`config.mk`:
```
export PLATFORM = sky130hd
export DESIGN_NAME = isf_top
export DESIGN_NICKNAME = d
export VERILOG_FILES = /design/src/hdl/isf_pkg.sv /design/src/hdl/isf_evt_if.sv /design/src/hdl/isf_top.sv /design/src/hdl/isf_edge.sv
export SDC_FILE = /design/constraint.sdc
export NUM_CORES = 1
export LEC_CHECK = 0
export BUFFER_PORTS_ARGS = -buffer_cell sky130_fd_sc_hd__buf_2
export CORE_ASPECT_RATIO = 0.9
export CORE_MARGIN = 5
export CORE_UTILIZATION = 35
export DETAILED_ROUTE_END_ITERATION = 8
export PLACE_DENSITY = 0.58
export REMOVE_ABC_BUFFERS = 1
export SYNTH_ARGS = -nofsm -noshare
export SYNTH_HDL_FRONTEND = slang
export SYNTH_SLANG_ARGS = --single-unit
```
`constraint.sdc`:
```
create_clock -name pclk -period 1.21 [get_ports pclk]
set_clock_uncertainty 0.05 [all_clocks]
set_input_delay 0.121 -clock pclk [delete_from_list [all_inputs] [get_ports pclk]]
set_output_delay 0.121 -clock pclk [all_outputs]
set_load 0.005 [all_outputs]
```
`src/hdl/isf_pkg.sv`:
```
`default_nettype none
package isf_pkg;
    // register byte offsets; printed clear offset is a multiple of four
    localparam logic [7:0] CLEAR_OFFSET = 8'h1C;
    localparam logic [7:0] STATUS_OFFSET = 8'h18;
    localparam logic [7:0] CONFIG_OFFSET = 8'h00;
    localparam logic [7:0] EVENT_OFFSET = 8'h04;
    localparam logic [7:0] MASK_OFFSET = 8'h08;
    localparam logic [7:0] CHECK_OFFSET = 8'h20;
    // status and clear field positions
    localparam int ADDR_MATCH_BIT = 3;
    localparam int NOT_ACK_BIT = 4;
    localparam int STOP_BIT = 5;
    localparam int BUS_ERROR_BIT = 8;
    localparam int ARB_LOST_BIT = 9;
    localparam int OVERRUN_BIT = 10;
    localparam int CHECK_ERROR_BIT = 11;
    localparam int TIMEOUT_BIT = 12;
    localparam int ALERT_BIT = 13;
    localparam int BUSY_BIT = 15;
    localparam int DIRECTION_BIT = 16;
    localparam int CODE_LSB = 17;
    localparam int CODE_MSB = 23;
    // clear bits that do anything; all others are reserved
    localparam logic [31:0] CLEAR_MASK = 32'h00003F38;
    localparam logic [31:0] SMBUS_MASK = 32'h00003800;
    // config register fields
    localparam int ENABLE_BIT = 0;
    localparam int HOST_ADDR_BIT = 1;
    localparam int ALERT_EN_BIT = 2;
    localparam int START_BIT = 3;
    localparam logic [31:0] RESET_VALUE = 32'h00000000;
    // event bits of the sticky event register
    localparam int EV_CHECK = 0;
    localparam int EV_TIMEOUT = 1;
    localparam int EV_ALERT = 2;
    localparam int EV_ARB = 3;
    localparam int EV_BUSY = 4;
    localparam int EV_MATCH = 5;
    localparam int EVENT_COUNT = 6;
endpackage
`default_nettype wire

```
`src/hdl/isf_evt_if.sv`:
```
`timescale 1ns/100ps
`default_nettype none
// line events handed from the edge detector to the flag logic
interface isf_evt_if;
    logic alert_fall;
    logic start_seen;
    logic stop_seen;
    modport source (output alert_fall, output start_seen, output stop_seen);
    modport sink (input alert_fall, input start_seen, input stop_seen);
endinterface
`default_nettype wire

```
`src/hdl/isf_top.sv`:
```
// The implementer's own choice: the APB interface to the registers.
`timescale 1ns/100ps
`default_nettype none
// Function
// - set check-byte error flag, bit 11, when received check byte mismatches
// - a mismatching check byte is answered with not-acknowledge automatically
// - all status flags forced to zero while peripheral enable is low
// - without SMBus, check-byte, timeout and alert flags and clears read zero
// - set timeout flag, bit 12, on bus timeout or clock-low timeout
// - set alert flag, bit 13, on alert fall with host address and alert enabled
// - busy flag, bit 15, set by start, cleared by stop or disable
// - direction bit 16 updated on address match, 1 means read
// - matched address captured into bits 23:17 on address match
// - clear bit 3 clears address match flag and control start bit
// - clear bit 4 clears not-acknowledge flag
// - clear bit 5 clears stop seen flag
// - clear bits 8, 9, 10 clear bus error, arbitration lost, overrun
// - clear bits 11, 12, 13 clear check error, timeout, alert flags
// - clear register resets to zero; reserved bits ignored on write
// - arbitration lost flag, bit 9, set on loss, cleared by clear or disable
module isf_top #(
    parameter bit SMBUS_SUPPORT = 1'b1
) (
    input wire logic pclk,
    input wire logic presetn,
    input wire logic psel,
    input wire logic penable,
    input wire logic pwrite,
    input wire logic [7:0] paddr,
    input wire logic [31:0] pwdata,
    output logic [31:0] prdata,
    output logic pready,
    output logic pslverr,
    input wire logic alert_pin,
    input wire logic start_det,
    input wire logic stop_det,
    input wire logic addr_match,
    input wire logic match_read,
    input wire logic [6:0] match_code,
    input wire logic not_ack_det,
    input wire logic bus_error_det,
    input wire logic arb_lost_det,
    input wire logic overrun_det,
    input wire logic check_byte_valid,
    input wire logic [7:0] check_byte_rx,
    input wire logic [7:0] check_value,
    input wire logic timeout_det,
    input wire logic clock_low_timeout_det,
    input wire logic start_set,
    output logic nack_request,
    output logic peripheral_enable,
    output logic start_bit,
    output logic irq
);
    typedef struct packed {
        logic [31:0] status;
        logic [3:0] control;
        logic [5:0] events;
        logic [5:0] mask;
        logic nack_req;
        logic [31:0] rdata;
    } isf_state_t;

    isf_state_t r;
    isf_state_t next_r;
    isf_evt_if ev ();

    logic wr_en;
    logic rd_en;
    logic mapped;
    logic [31:0] clear_bits;
    logic check_mismatch;
    logic host_addr_en;
    logic alert_en;
    logic going_off;

    // =====================================
    // line event detection
    isf_edge u_edge (
        .pclk(pclk),
        .presetn(presetn),
        .alert_pin(alert_pin),
        .start_det(start_det),
        .stop_det(stop_det),
        .ev(ev)
    );

    // =====================================
    // bus decode; zero-wait slave so every access phase completes at once
    assign wr_en = psel & penable & pwrite;
    assign rd_en = psel & penable & ~pwrite;
    assign mapped = (paddr == isf_pkg::CLEAR_OFFSET) || (paddr == isf_pkg::STATUS_OFFSET)
        || (paddr == isf_pkg::CONFIG_OFFSET) || (paddr == isf_pkg::EVENT_OFFSET)
        || (paddr == isf_pkg::MASK_OFFSET) || (paddr == isf_pkg::CHECK_OFFSET);
    assign pready = 1'b1;
    assign pslverr = psel & penable & ~mapped;

    // only documented clear positions act; smbus ones vanish without smbus
    assign clear_bits = (wr_en && paddr == isf_pkg::CLEAR_OFFSET)
        ? (pwdata & isf_pkg::CLEAR_MASK & (SMBUS_SUPPORT ? 32'hFFFFFFFF : ~isf_pkg::SMBUS_MASK))
        : 32'h00000000;

    assign check_mismatch = check_byte_valid && (check_byte_rx != check_value);
    assign host_addr_en = r.control[isf_pkg::HOST_ADDR_BIT];
    assign alert_en = r.control[isf_pkg::ALERT_EN_BIT];
    // a disabling write empties the flags at once, not one cycle after enable drops
    assign going_off = wr_en && (paddr == isf_pkg::CONFIG_OFFSET)
        && !pwdata[isf_pkg::ENABLE_BIT];

    // =====================================
    // next state
    always_comb begin
        logic en;
        logic [31:0] st;
        logic [5:0] ev_now;
        logic [31:0] rd;
        en = r.control[isf_pkg::ENABLE_BIT];
        st = r.status;
        ev_now = 6'h00;
        rd = 32'h00000000;
        next_r = r;

        // software clears first so a simultaneous hardware set wins
        st = st & ~clear_bits;
        if (not_ack_det) begin
            st[isf_pkg::NOT_ACK_BIT] = 1'b1;
        end
        if (stop_det) begin
            st[isf_pkg::STOP_BIT] = 1'b1;
        end
        if (bus_error_det) begin
            st[isf_pkg::BUS_ERROR_BIT] = 1'b1;
        end
        if (overrun_det) begin
            st[isf_pkg::OVERRUN_BIT] = 1'b1;
        end
        if (arb_lost_det) begin
            st[isf_pkg::ARB_LOST_BIT] = 1'b1;
            ev_now[isf_pkg::EV_ARB] = 1'b1;
        end
        if (SMBUS_SUPPORT && check_mismatch) begin
            st[isf_pkg::CHECK_ERROR_BIT] = 1'b1;
            ev_now[isf_pkg::EV_CHECK] = 1'b1;
        end
        if (SMBUS_SUPPORT && (timeout_det || clock_low_timeout_det)) begin
            st[isf_pkg::TIMEOUT_BIT] = 1'b1;
            ev_now[isf_pkg::EV_TIMEOUT] = 1'b1;
        end
        if (SMBUS_SUPPORT && ev.alert_fall && host_addr_en && alert_en) begin
            st[isf_pkg::ALERT_BIT] = 1'b1;
            ev_now[isf_pkg::EV_ALERT] = 1'b1;
        end
        // stop clears busy; a start in the same cycle opens a new frame
        if (ev.stop_seen) begin
            st[isf_pkg::BUSY_BIT] = 1'b0;
        end
        if (ev.start_seen) begin
            st[isf_pkg::BUSY_BIT] = 1'b1;
            ev_now[isf_pkg::EV_BUSY] = 1'b1;
        end
        if (addr_match) begin
            st[isf_pkg::ADDR_MATCH_BIT] = 1'b1;
            st[isf_pkg::DIRECTION_BIT] = match_read;
            st[isf_pkg::CODE_MSB:isf_pkg::CODE_LSB] = match_code;
            ev_now[isf_pkg::EV_MATCH] = 1'b1;
        end
        if (!SMBUS_SUPPORT) begin
            st = st & ~isf_pkg::SMBUS_MASK;
        end
        if (!en || going_off) begin
            st = isf_pkg::RESET_VALUE;
            ev_now = 6'h00;
        end
        next_r.status = st;

        // nack pulse answers the bad check byte
        next_r.nack_req = SMBUS_SUPPORT && en && check_mismatch;

        // control register; hardware start set loses to the clear bit
        if (wr_en && paddr == isf_pkg::CONFIG_OFFSET) begin
            next_r.control = pwdata[3:0];
        end else if (start_set) begin
            next_r.control[isf_pkg::START_BIT] = 1'b1;
        end
        if (clear_bits[isf_pkg::ADDR_MATCH_BIT]) begin
            next_r.control[isf_pkg::START_BIT] = 1'b0;
        end

        if (wr_en && paddr == isf_pkg::MASK_OFFSET) begin
            next_r.mask = pwdata[5:0];
        end

        // sticky events; a read clears only what it returned, so an event landing
        // between setup and access is kept for the next read
        if (rd_en && paddr == isf_pkg::EVENT_OFFSET) begin
            next_r.events = (r.events & ~r.rdata[5:0]) | ev_now;
        end else begin
            next_r.events = r.events | ev_now;
        end

        // read data from flops; clear register always reads zero
        unique case (paddr)
            isf_pkg::STATUS_OFFSET: rd = r.status;
            isf_pkg::CONFIG_OFFSET: rd = {28'h0000000, r.control};
            isf_pkg::EVENT_OFFSET: rd = {26'h0, r.events};
            isf_pkg::MASK_OFFSET: rd = {26'h0, r.mask};
            isf_pkg::CHECK_OFFSET: rd = {24'h000000, check_value};
            default: rd = 32'h00000000;
        endcase
        if (psel && !penable && !pwrite) begin
            next_r.rdata = rd;
        end
    end

    // =====================================
    // state register
    always_ff @(posedge pclk or negedge presetn) begin
        if (!presetn) begin
            r <= '0;
        end else begin
            r <= next_r;
        end
    end

    assign prdata = r.rdata;
    assign nack_request = r.nack_req;
    assign peripheral_enable = r.control[isf_pkg::ENABLE_BIT];
    assign start_bit = r.control[isf_pkg::START_BIT];
    assign irq = |(r.events & r.mask);
endmodule
`default_nettype wire

```
`src/hdl/isf_edge.sv`:
```
`timescale 1ns/100ps
`default_nettype none
module isf_edge (
    input wire logic pclk,
    input wire logic presetn,
    input wire logic alert_pin,
    input wire logic start_det,
    input wire logic stop_det,
    isf_evt_if.source ev
);
    typedef struct packed {
        logic alert_last;
    } isf_edge_t;
    isf_edge_t r;
    isf_edge_t next_r;

    // =====================================
    // alert pin edge; idle high so reset to one avoids a false fall
    always_comb begin
        next_r = r;
        next_r.alert_last = alert_pin;
    end

    always_ff @(posedge pclk or negedge presetn) begin
        if (!presetn) begin
            r <= '{alert_last: 1'b1};
        end else begin
            r <= next_r;
        end
    end

    assign ev.alert_fall = r.alert_last & ~alert_pin;
    assign ev.start_seen = start_det;
    assign ev.stop_seen = stop_det;
endmodule
`default_nettype wire

```
==> reports/results.tsv, run 1 <==
metric	value	unit
post-placement setup slack	-0.5632	ns
Sequential Power Share	47.5	%
core area	8648	um2
Vert. Die Dim	99.49	um
Avg Cell Area, Syn	10.97	um2
critical path capture point type	output port	
Cell Area, Synth	3114	um2
switching pwr	1048	uW
fmax	0.7284	GHz
Synth Warn #	0	
largest net degree at the start of global routing	61	
critical path data arrival time	1.20	ns
endpoints failing hold	0	
CTS tree	yes	
Syn-to-layout area delta	41.94	%
Layout Utilization	51.11	%
clock latency on the worst-skew pair	0.32	ns
number of enable flip-flop cells after synthesis	0	
status	complete, but fails checks	
Worst VDD drop	555.9	uV
hold_ws	0.01982	ns
failing checks	negative setup slack	
routed wire length	8810	um
CTS clk-pin slew, worst paths	0.06	ns
Int Power	3379	uW
# setup viols final	25	
WS Path Type	reg2out	
FP Rows	32	
layout cell share with drive strength beyond 1	48.68	%
DRC	0	
total number of vias	2627	
Mapped Cells	284	
Worst setup SP type	flop	
post-synth top area share	47.41	%
Pre-antenna DRT Iters	4	
setup tns final	-1.393	ns
Worst EP required	1.04	ns
fin crit share	113.5	%
routability cong.	0.8361	
leakage	0.002185	uW
clock sink count	60	
Synth async-reset ratio	100.0	%
unique cell type count in the Yosys netlist	53	
cell taking the most area after synthesis	dfrtp_1	
nets	493	
combinational share of power	13.3	%
Worst Hold Class	in2reg	
Placed Area	3781	um2
share of the yosys chip area belonging to registers	48.25	%
unrepaired setup endpoints after global routing	true	
routed len/inst	16.44	um
Synth area leaders	dfrtp_1, buf_4, a22o_1	
most common cell in the synthesized netlist	dfrtp_1	
GRT overflow	0	
first-pass GRT wire length	13910	um
Sw Ratio	23.67	%
Iteration-0 DRC Markers	94	
Port Buffers	97	
DPL Wire Length	6433	um
die width	109.4	um
ant diodes	0	
Detail Route Antenna Nets	0	
DR vias/cell	4.901	
min cycle time layout	1.373	ns
Maximum Capacitance Violations	0	
CTS buffer count	9	
fin worst setup slack	-0.1629	ns
H-Tree Depth	3	
initial antenna violation count	0	
root buffer cell	clkbuf_8	
deepest clock path buffer count	2	
io pins	119	
finished layout cell area	4420	um2
top cells by count, synth	dfrtp_1, buf_4, nand2_1	
Max FO, Critical Path	2	
Slew Limit Fails	0	
PD cells	1001	nW/um2
vias in the first global route	2715	
die area	10890	um2
clock power share	39.2	%
#FFs+latches synth	60	
Initial Util	36.01	%
Synth Flop Type	dfrtp_1	
GRT Util Overall	16.49	%
## layout by cell type (no fill, tap or decap), drive strengths merged, types with 6 or more instances in the layout
cell and count:
buf 146, dfrtp 59, nand2 20, a22o 19, dlygate4sd3 19, nor2 17
clkbuf 14, mux2 10, mux2i 10, xnor2 8, a21oi 7, a22oi 7
nand4 6, o21a 6, o21ai 6
## registers in the layout, summed over array words and instances, names as in the netlist
name / cells
peripheral_enable: 1
r: 30
prdata: 24
u_edge.r: 1
alert_en: 1
host_addr_en: 1
start_bit: 1
nack_request: 1
## worst paths after layout
path / end / cells past startpoint / slack (ns) / start
min in group asynchronous: prdata[7]$_DFFE_PN0P_ / 3 / 0.28 / presetn
max in group asynchronous: u_edge.r$_DFF_PN1_ / 3 / 0.51 / presetn
hold reg to reg: prdata[6]$_DFFE_PN0P_ / 2 / 0.43 / prdata[6]$_DFFE_PN0P_
hold / removal: prdata[7]$_DFFE_PN0P_ / 3 / 0.02 / check_value[7]
setup / recovery: irq / 3 / -0.16 / r[36]$_DFFE_PN0P_
setup reg to reg: prdata[0]$_DFFE_PN0P_ / 4 / 0.04 / r[33]$_DFFE_PN0P_
## metal layers
layer / part of all wire (%) / wire [um] / global-route usage (%)
met1: 44 / 3864 / 21.66
met2: 50 / 4390 / 27.31
met3: 5.6 / 492 / 4.997
met4: 0.72 / 63 / 2.589
met5: 0 / 0 / 0
## logic make-up after synthesis
kind of cell	Yosys count	share of synthesized area [%]
xor gates and xnor gates	8	2.250
muxes	20	6.830
DFF	60	48.25
and+or+nand+nor	70	13.38
AOI/OAI and AO/OA	73	18.40
buffers and inverters	52	10.77
other	1	0.1204
## what timing repair did
action	in CTS	in global routing
buffers inserted	7	0
pin swaps	14	16
gates resized for setup	14	35
hold buffers	19	0
endpoints found under the hold margin	80	0
endpoints found under the setup margin	27	38
## critical path, cell delays in order (launching register included)
cell and delay [ns]:
dfrtp_1 0.39, a22oi_2 0.21, nand3_1 0.13, buf_2 0.15
## stage by stage
| stage | std cells | total power, uW |
|---|---|---|
| floorplan | 236 | 2281 |
| global placement | 494 | 2606 |
| detailed placement | 494 | 2611 |
| CTS | 536 | 4448 |
| global route | 536 | 4648 |
| finish | 536 | 4427 |
## final cells by class
cell class | instances | area (um2)
flip-flops and latches | 60 | 1503
well taps | 119 | 148.9
clock inverters | 2 | 35.03
multi-input cells | 172 | 1425
repair buffers | 165 | 1141
clock buffers | 14 | 152.6
inverters | 4 | 15.01
fillers | 822 | 4228
## power by group through the flow
stage                     registers [uW]  logic, uW  clock network, uW
after CTS                           2100        560               1790
after floorplan                     2120        161                  0
final                               2100        587               1730
after detailed placement            2130        478                  0
after global placement              2130        472                  0
after global routing                2110        644               1900
Power figures use the tool's default switching activity.
==> run 2, diff against run 1 <==
--- a/config.mk
+++ b/config.mk
@@ -6,7 +6,7 @@
 export NUM_CORES = 1
 export LEC_CHECK = 0
 export BUFFER_PORTS_ARGS = -buffer_cell sky130_fd_sc_hd__buf_2
-export CORE_ASPECT_RATIO = 0.9
+export CORE_ASPECT_RATIO = 0.6
 export CORE_MARGIN = 5
 export CORE_UTILIZATION = 35
 export DETAILED_ROUTE_END_ITERATION = 8
==> run 2 against run 1 <==
Net effect: the flow still finishes with violations (negative setup slack); setup slack improved by 0.010 ns; sequential power barely moved; register-to-register slack barely moved; core utilization rose by 0.56 points; worst hold slack got worse by 0.018 ns; clock power rose by 34%; first-iteration DRC count rose by 76%; fmax rose by 0.74%; non-clock buffer count fell by 1; clock-buffer cell count fell by 3; highest routed layer unchanged.
==> reports/results.tsv, run 2 (same netlist as run 1, synthesis figures left out) <==
metric	value	unit	change
max reg flops	30		unchanged
initial antenna violation count	0		unchanged
crit path launch	paddr[1]		
DRC	0		unchanged
Slowest-stage cell, CP	or4_4		
Layout Cells excl Fill	528		-1.5%
routability cong.	0.8444		+0.99%
post-placement setup slack	-0.5863	ns	-0.02309 ns
vias in the first global route	2765		+1.8%
routed len/inst	17.34	um	+5.5%
Worst R2R Start	r[40]$_DFF_PN0_		
Top Family by Delay on Critical Path	simple AND/OR/NAND/NOR gates		
Vert. Die Dim	83.07	um	-17%
CTS clk-pin slew, worst paths	0.06	ns	about the same
Worst setup SP type	input port		
largest stage delay on the critical path	0.56	ns	+0.17 ns
leakage	0.002215	uW	+1.3%
DPL Wire Length	6714	um	+4.4%
Maximum Capacitance Violations	0		unchanged
CTS buffer count	9		unchanged
deepest clock path buffer count	2		unchanged
clock sink count	60		unchanged
Crit path buffers/inverters	1		unchanged
Worst VDD drop	741.4	uV	+33%
GRT overflow	0		unchanged
setup tns final	-1.109	ns	+0.2845 ns
reg-to-reg endpoint	prdata[1]$_DFFE_PN0P_		
Reg with most FFs	r		
Port Buffers	97		unchanged
failing checks	negative setup slack		
GRT Util Overall	16.99	%	+0.50 points
commonest non-fill, non-tap cell in the layout	buf_2		
first-pass GRT wire length	14860	um	+6.8%
critical path data arrival time	1.52	ns	+0.32 ns
critical path capture point type	flop		
critical path cell sequence	buf_2 > or4_4 > nor3_4 > nand3_4 > mux2_2		
HP Start	match_code[5]		
die area	10950	um2	+0.54%
crit path to	r[37]$_DFFE_PN0P_		
Detail Route Antenna Nets	0		unchanged
routed wire length	9153	um	+3.9%
root buffer cell	clkbuf_16		
DP Cell Count	485		-1.8%
most frequent cells in the layout	buf_2, dfrtp_1, buf_4		
Iteration-0 DRC Markers	165		+76%
fin crit share	112.6	%	-0.84 points
FP Rows	26		-19%
die width	131.8	um	+20%
CP Depth	5		+2
min cycle time layout	1.363	ns	-0.01012 ns
R2R Setup Slk	0.03	ns	about the same
endpoints failing hold	0		unchanged
layout cell share with drive strength beyond 1	48.80	%	+0.12 points
DR vias/cell	5.085		+3.8%
Pre-antenna DRT Iters	4		unchanged
core area	8588	um2	-0.69%
nets	492		-0.20%
reg2reg path depth	3		-1
H-Tree Depth	3		unchanged
unrepaired setup endpoints after global routing	true		
hold_ws	0.002043	ns	-0.01778 ns
Syn-to-layout area delta	42.51	%	
# setup viols final	12		-52%
Worst EP required	1.37	ns	+0.33 ns
total number of vias	2685		+2.2%
WS Path Type	in2reg		
CTS tree	yes		
largest net degree at the start of global routing	52		-15%
Worst Hold Class	in2reg		
Initial Util	36.26	%	+0.25 points
Max FO, Critical Path	6		+4
fmax	0.7338	GHz	+0.74%
ant diodes	0		unchanged
clock latency on the worst-skew pair	0.33	ns	about the same
fin worst setup slack	-0.1528	ns	+0.01012 ns
io pins	119		unchanged
status	complete, but fails checks		
Slew Limit Fails	0		unchanged
PD cells	1131	nW/um2	+13%
## run 2: worst min path at each step
stage               slack [ns]  depth (start not counted)                      to
detailed placement       -0.05                          1  nack_request$_DFF_PN0_
global placement         -0.05                          1  nack_request$_DFF_PN0_
CTS                     0.0003                          3       r[71]$_DFFE_PN0P_
finish                   0.002                          3       r[71]$_DFFE_PN0P_
global route              0.02                          2       r[35]$_DFFE_PN0P_
floorplan                -0.22                          0    alert_en$_DFFE_PN0P_
## run 2: where the power goes
group,internal [uW],switching (uW),leakage (uW),total (uW)
clock network,1420,886,0.000135,2310
logic,322,282,0.00126,604
registers,2060,45.9,0.000822,2100
total,3800,1210,0.00221,5020
## run 2: stage by stage
stage	power [uW]	utilization [%]	area, um2
5_1_grt	5232	51.68	4438
3_5_place_dp	2625	44.04	3782
3_3_place_gp	2615	44.04	3782
4_1_cts	5058	50.70	4354
2_1_floorplan	2281	-	2794
6_report	5018	51.68	4438
## run 2: worst reg2reg max path, delay by kind of cell, from the launching register on
kind	cells	cell delay, ns
flops	1	0.42
mux	1	0.24
simple gates	1	0.09
compound gates	1	0.27
## run 2: cell type report
cell class / instances / area, um2
fillers: 797 / 4150
flip-flops and latches: 60 / 1504
multi-input cells: 172 / 1391
repair buffers: 164 / 1117
clock buffers: 11 / 242.7
well taps: 112 / 140.1
clock inverters: 5 / 27.53
inverters: 4 / 15.01
## run 2: per-layer routing
layer	GRT usage (%)	routed length (um)	vias up
met4	4.575	111	0
met3	6.039	670	13
li1	-	-	1257
met2	23.85	3863	96
met5	0	0	-
met1	24.64	4507	1319
## run 2: timing repair
action                                  CTS  global route
gates cloned                              0             0
endpoints found under the hold margin    77             0
hold buffers                             16             0
pin swaps                                 9             6
endpoints found under the setup margin   36            56
resized for setup                        13            25
buffers inserted                         11             2
==> run 3, diff against run 2 <==
==> constraint.sdc (replaced) <==
create_clock -name pclk -period 1.21 [get_ports pclk]
set_clock_uncertainty 0.05 [all_clocks]
set_input_delay 0.0605 -clock pclk [delete_from_list [all_inputs] [get_ports pclk]]
set_output_delay 0.0605 -clock pclk [all_outputs]
set_load 0.005 [all_outputs]
==> run 3 against run 2 <==
Net effect: the run still ends with negative setup slack left; combinational power about the same; total power up 6.3%; critical path depth down 2; largest cell class unchanged.
==> reports/results.tsv, run 3 (same netlist as run 1, synthesis figures left out) <==
metric	value	unit	change
status	complete, but fails checks		
failing checks	negative setup slack		
deepest clock path buffer count	2		unchanged
# setup viols final	9		-3
Placed Area	3775	um2	-0.20%
critical path cell sequence	a22oi_2 > nand3_1 > buf_2		
Iteration-0 DRC Markers	114		-31%
GRT Util Overall	16.93	%	-0.058 points
HP Start	pwdata[8]		
Max Used Layer	met4		
Layout Cells excl Fill	533		+0.95%
DR WL met3	601	um	-10%
crit path to	irq		
largest net degree at the start of global routing	52		unchanged
die width	131.8	um	unchanged
reg-to-reg endpoint	prdata[2]$_DFFE_PN0P_		
FP Rows	26		unchanged
Max FO, Critical Path	2		-4
reg2reg path depth	4		+1
Final Power	5333	uW	+6.3%
Worst Hold Class	in2reg		
commonest non-fill, non-tap cell in the layout	buf_2		
Port Buffers	97		unchanged
fmax	0.7686	GHz	+4.7%
Pre-antenna DRT Iters	4		unchanged
critical path capture point type	output port		
initial antenna violation count	0		unchanged
Worst R2R Start	r[41]$_DFF_PN0_		
first-pass GRT wire length	14770	um	-0.60%
DRT met1 WL	4542	um	+0.78%
ant diodes	0		unchanged
DRC	0		unchanged
CTS buffer count	9		unchanged
Reg with most FFs	r		
max reg flops	30		unchanged
leakage	0.002255	uW	+1.8%
Layout Utilization	52.49	%	+0.82 points
GRT overflow	0		unchanged
DP Cell Count	484		-0.21%
DR vias/cell	4.972		-2.2%
layout cell share with drive strength beyond 1	44.42	%	-4.4 points
CP Depth	3		-2
routed len/inst	16.98	um	-2.0%
core area	8588	um2	unchanged
fin crit share	107.5	%	-5.1 points
Detail Route Antenna Nets	0		unchanged
Vert. Die Dim	83.07	um	unchanged
largest stage delay on the critical path	0.39	ns	-0.17 ns
PD cells	1183	nW/um2	+4.6%
die area	10950	um2	unchanged
R2R Setup Slk	0.04	ns	about the same
Initial Util	36.26	%	unchanged
most frequent cells in the layout	buf_2, dfrtp_1, buf_4		
CTS clk-pin slew, worst paths	0.05	ns	about the same
clock sink count	60		unchanged
nets	497		+1.0%
WS Path Type	reg2out		
CTS tree	yes		
io pins	119		unchanged
Top Family by Delay on Critical Path	flip-flops		
unrepaired setup endpoints after global routing	true		
Slew Limit Fails	0		unchanged
min cycle time layout	1.301	ns	-0.06169 ns
finished layout cell area	4508	um2	+1.6%
fin worst setup slack	-0.09108	ns	+0.06169 ns
Slowest-stage cell, CP	dfrtp_1		
critical path data arrival time	1.19	ns	-0.33 ns
root buffer cell	clkbuf_16		
DPL Wire Length	6767	um	+0.80%
Worst setup SP type	flop		
total number of vias	2650		-1.3%
endpoints failing hold	0		unchanged
hold_ws	0.02521	ns	+0.02317 ns
crit path launch	r[36]$_DFFE_PN0P_		
Syn-to-layout area delta	44.76	%	
routability cong.	0.8441		about the same
vias in the first global route	2742		-0.83%
Crit path buffers/inverters	1		unchanged
clock latency on the worst-skew pair	0.33	ns	about the same
WL met2	3829	um	-0.88%
routed wire length	9053	um	-1.1%
Worst EP required	1.10	ns	-0.27 ns
Maximum Capacitance Violations	0		unchanged
Worst VDD drop	719.7	uV	-2.9%
H-Tree Depth	3		unchanged
[run 3: how the worst min path moves through the flow]
stage / slack (ns) / end / cells after the start
after CTS: 0.01 / r[58]$_DFF_PN0_ / 3
after detailed placement: -0.11 / nack_request$_DFF_PN0_ / 1
final: 0.03 / r[57]$_DFF_PN0_ / 3
after global placement: -0.11 / nack_request$_DFF_PN0_ / 1
after global routing: 0.03 / r[58]$_DFF_PN0_ / 3
after floorplan: -0.29 / alert_en$_DFFE_PN0P_ / 0
[run 3: routing by layer]
| metal | vias to the layer above | GRT usage [%] |
|---|---|---|
| li1 | 1264 | - |
| met4 | 0 | 3.922 |
| met5 | - | 0 |
| met2 | 84 | 23.66 |
| met3 | 11 | 6.039 |
| met1 | 1291 | 24.90 |
[run 3: stage by stage]
step | setup slack, ns | TNS, ns
final | -0.09108 | -0.3354
after floorplan | -0.1926 | -5.659
after global placement | -0.4671 | -14.75
after CTS | -0.09853 | -0.2947
after global routing | -0.1509 | -1.159
after detailed placement | -0.5373 | -16.51
[run 3: worst register-to-register path, cell delays in order (launching register included)]
cell and delay (ns):
dfrtp_1 0.41, buf_4 0.16, a22oi_2 0.14, a2bb2oi_1 0.19
o21ai_0 0.11
[run 3: timing repair]
action | 4_1_cts | 5_1_grt
endpoints found under the hold margin | 93 | 0
setup buffers | 5 | 1
pin swaps | 8 | 8
hold buffers | 27 | 0
resized for setup | 8 | 15
setup endpoints to repair | 11 | 16
[run 3: power by group]
part	leakage, uW	switching (uW)	internal [uW]	total [uW]
Clock	0.000150	863	1760	2630
Combinational	0.00128	274	331	605
Sequential	0.000822	44.1	2060	2100
Total	0.00225	1180	4150	5330
[run 3: layout make-up]
class | count | area (um2)
Fill cell | 777 | 4080
Timing Repair Buffer | 169 | 1194
Multi-Input combinational cell | 172 | 1348
Inverter | 4 | 15.01
Tap cell | 112 | 140.1
Clock buffer | 15 | 277.8
Clock inverter | 1 | 30.03
Sequential cell | 60 | 1504
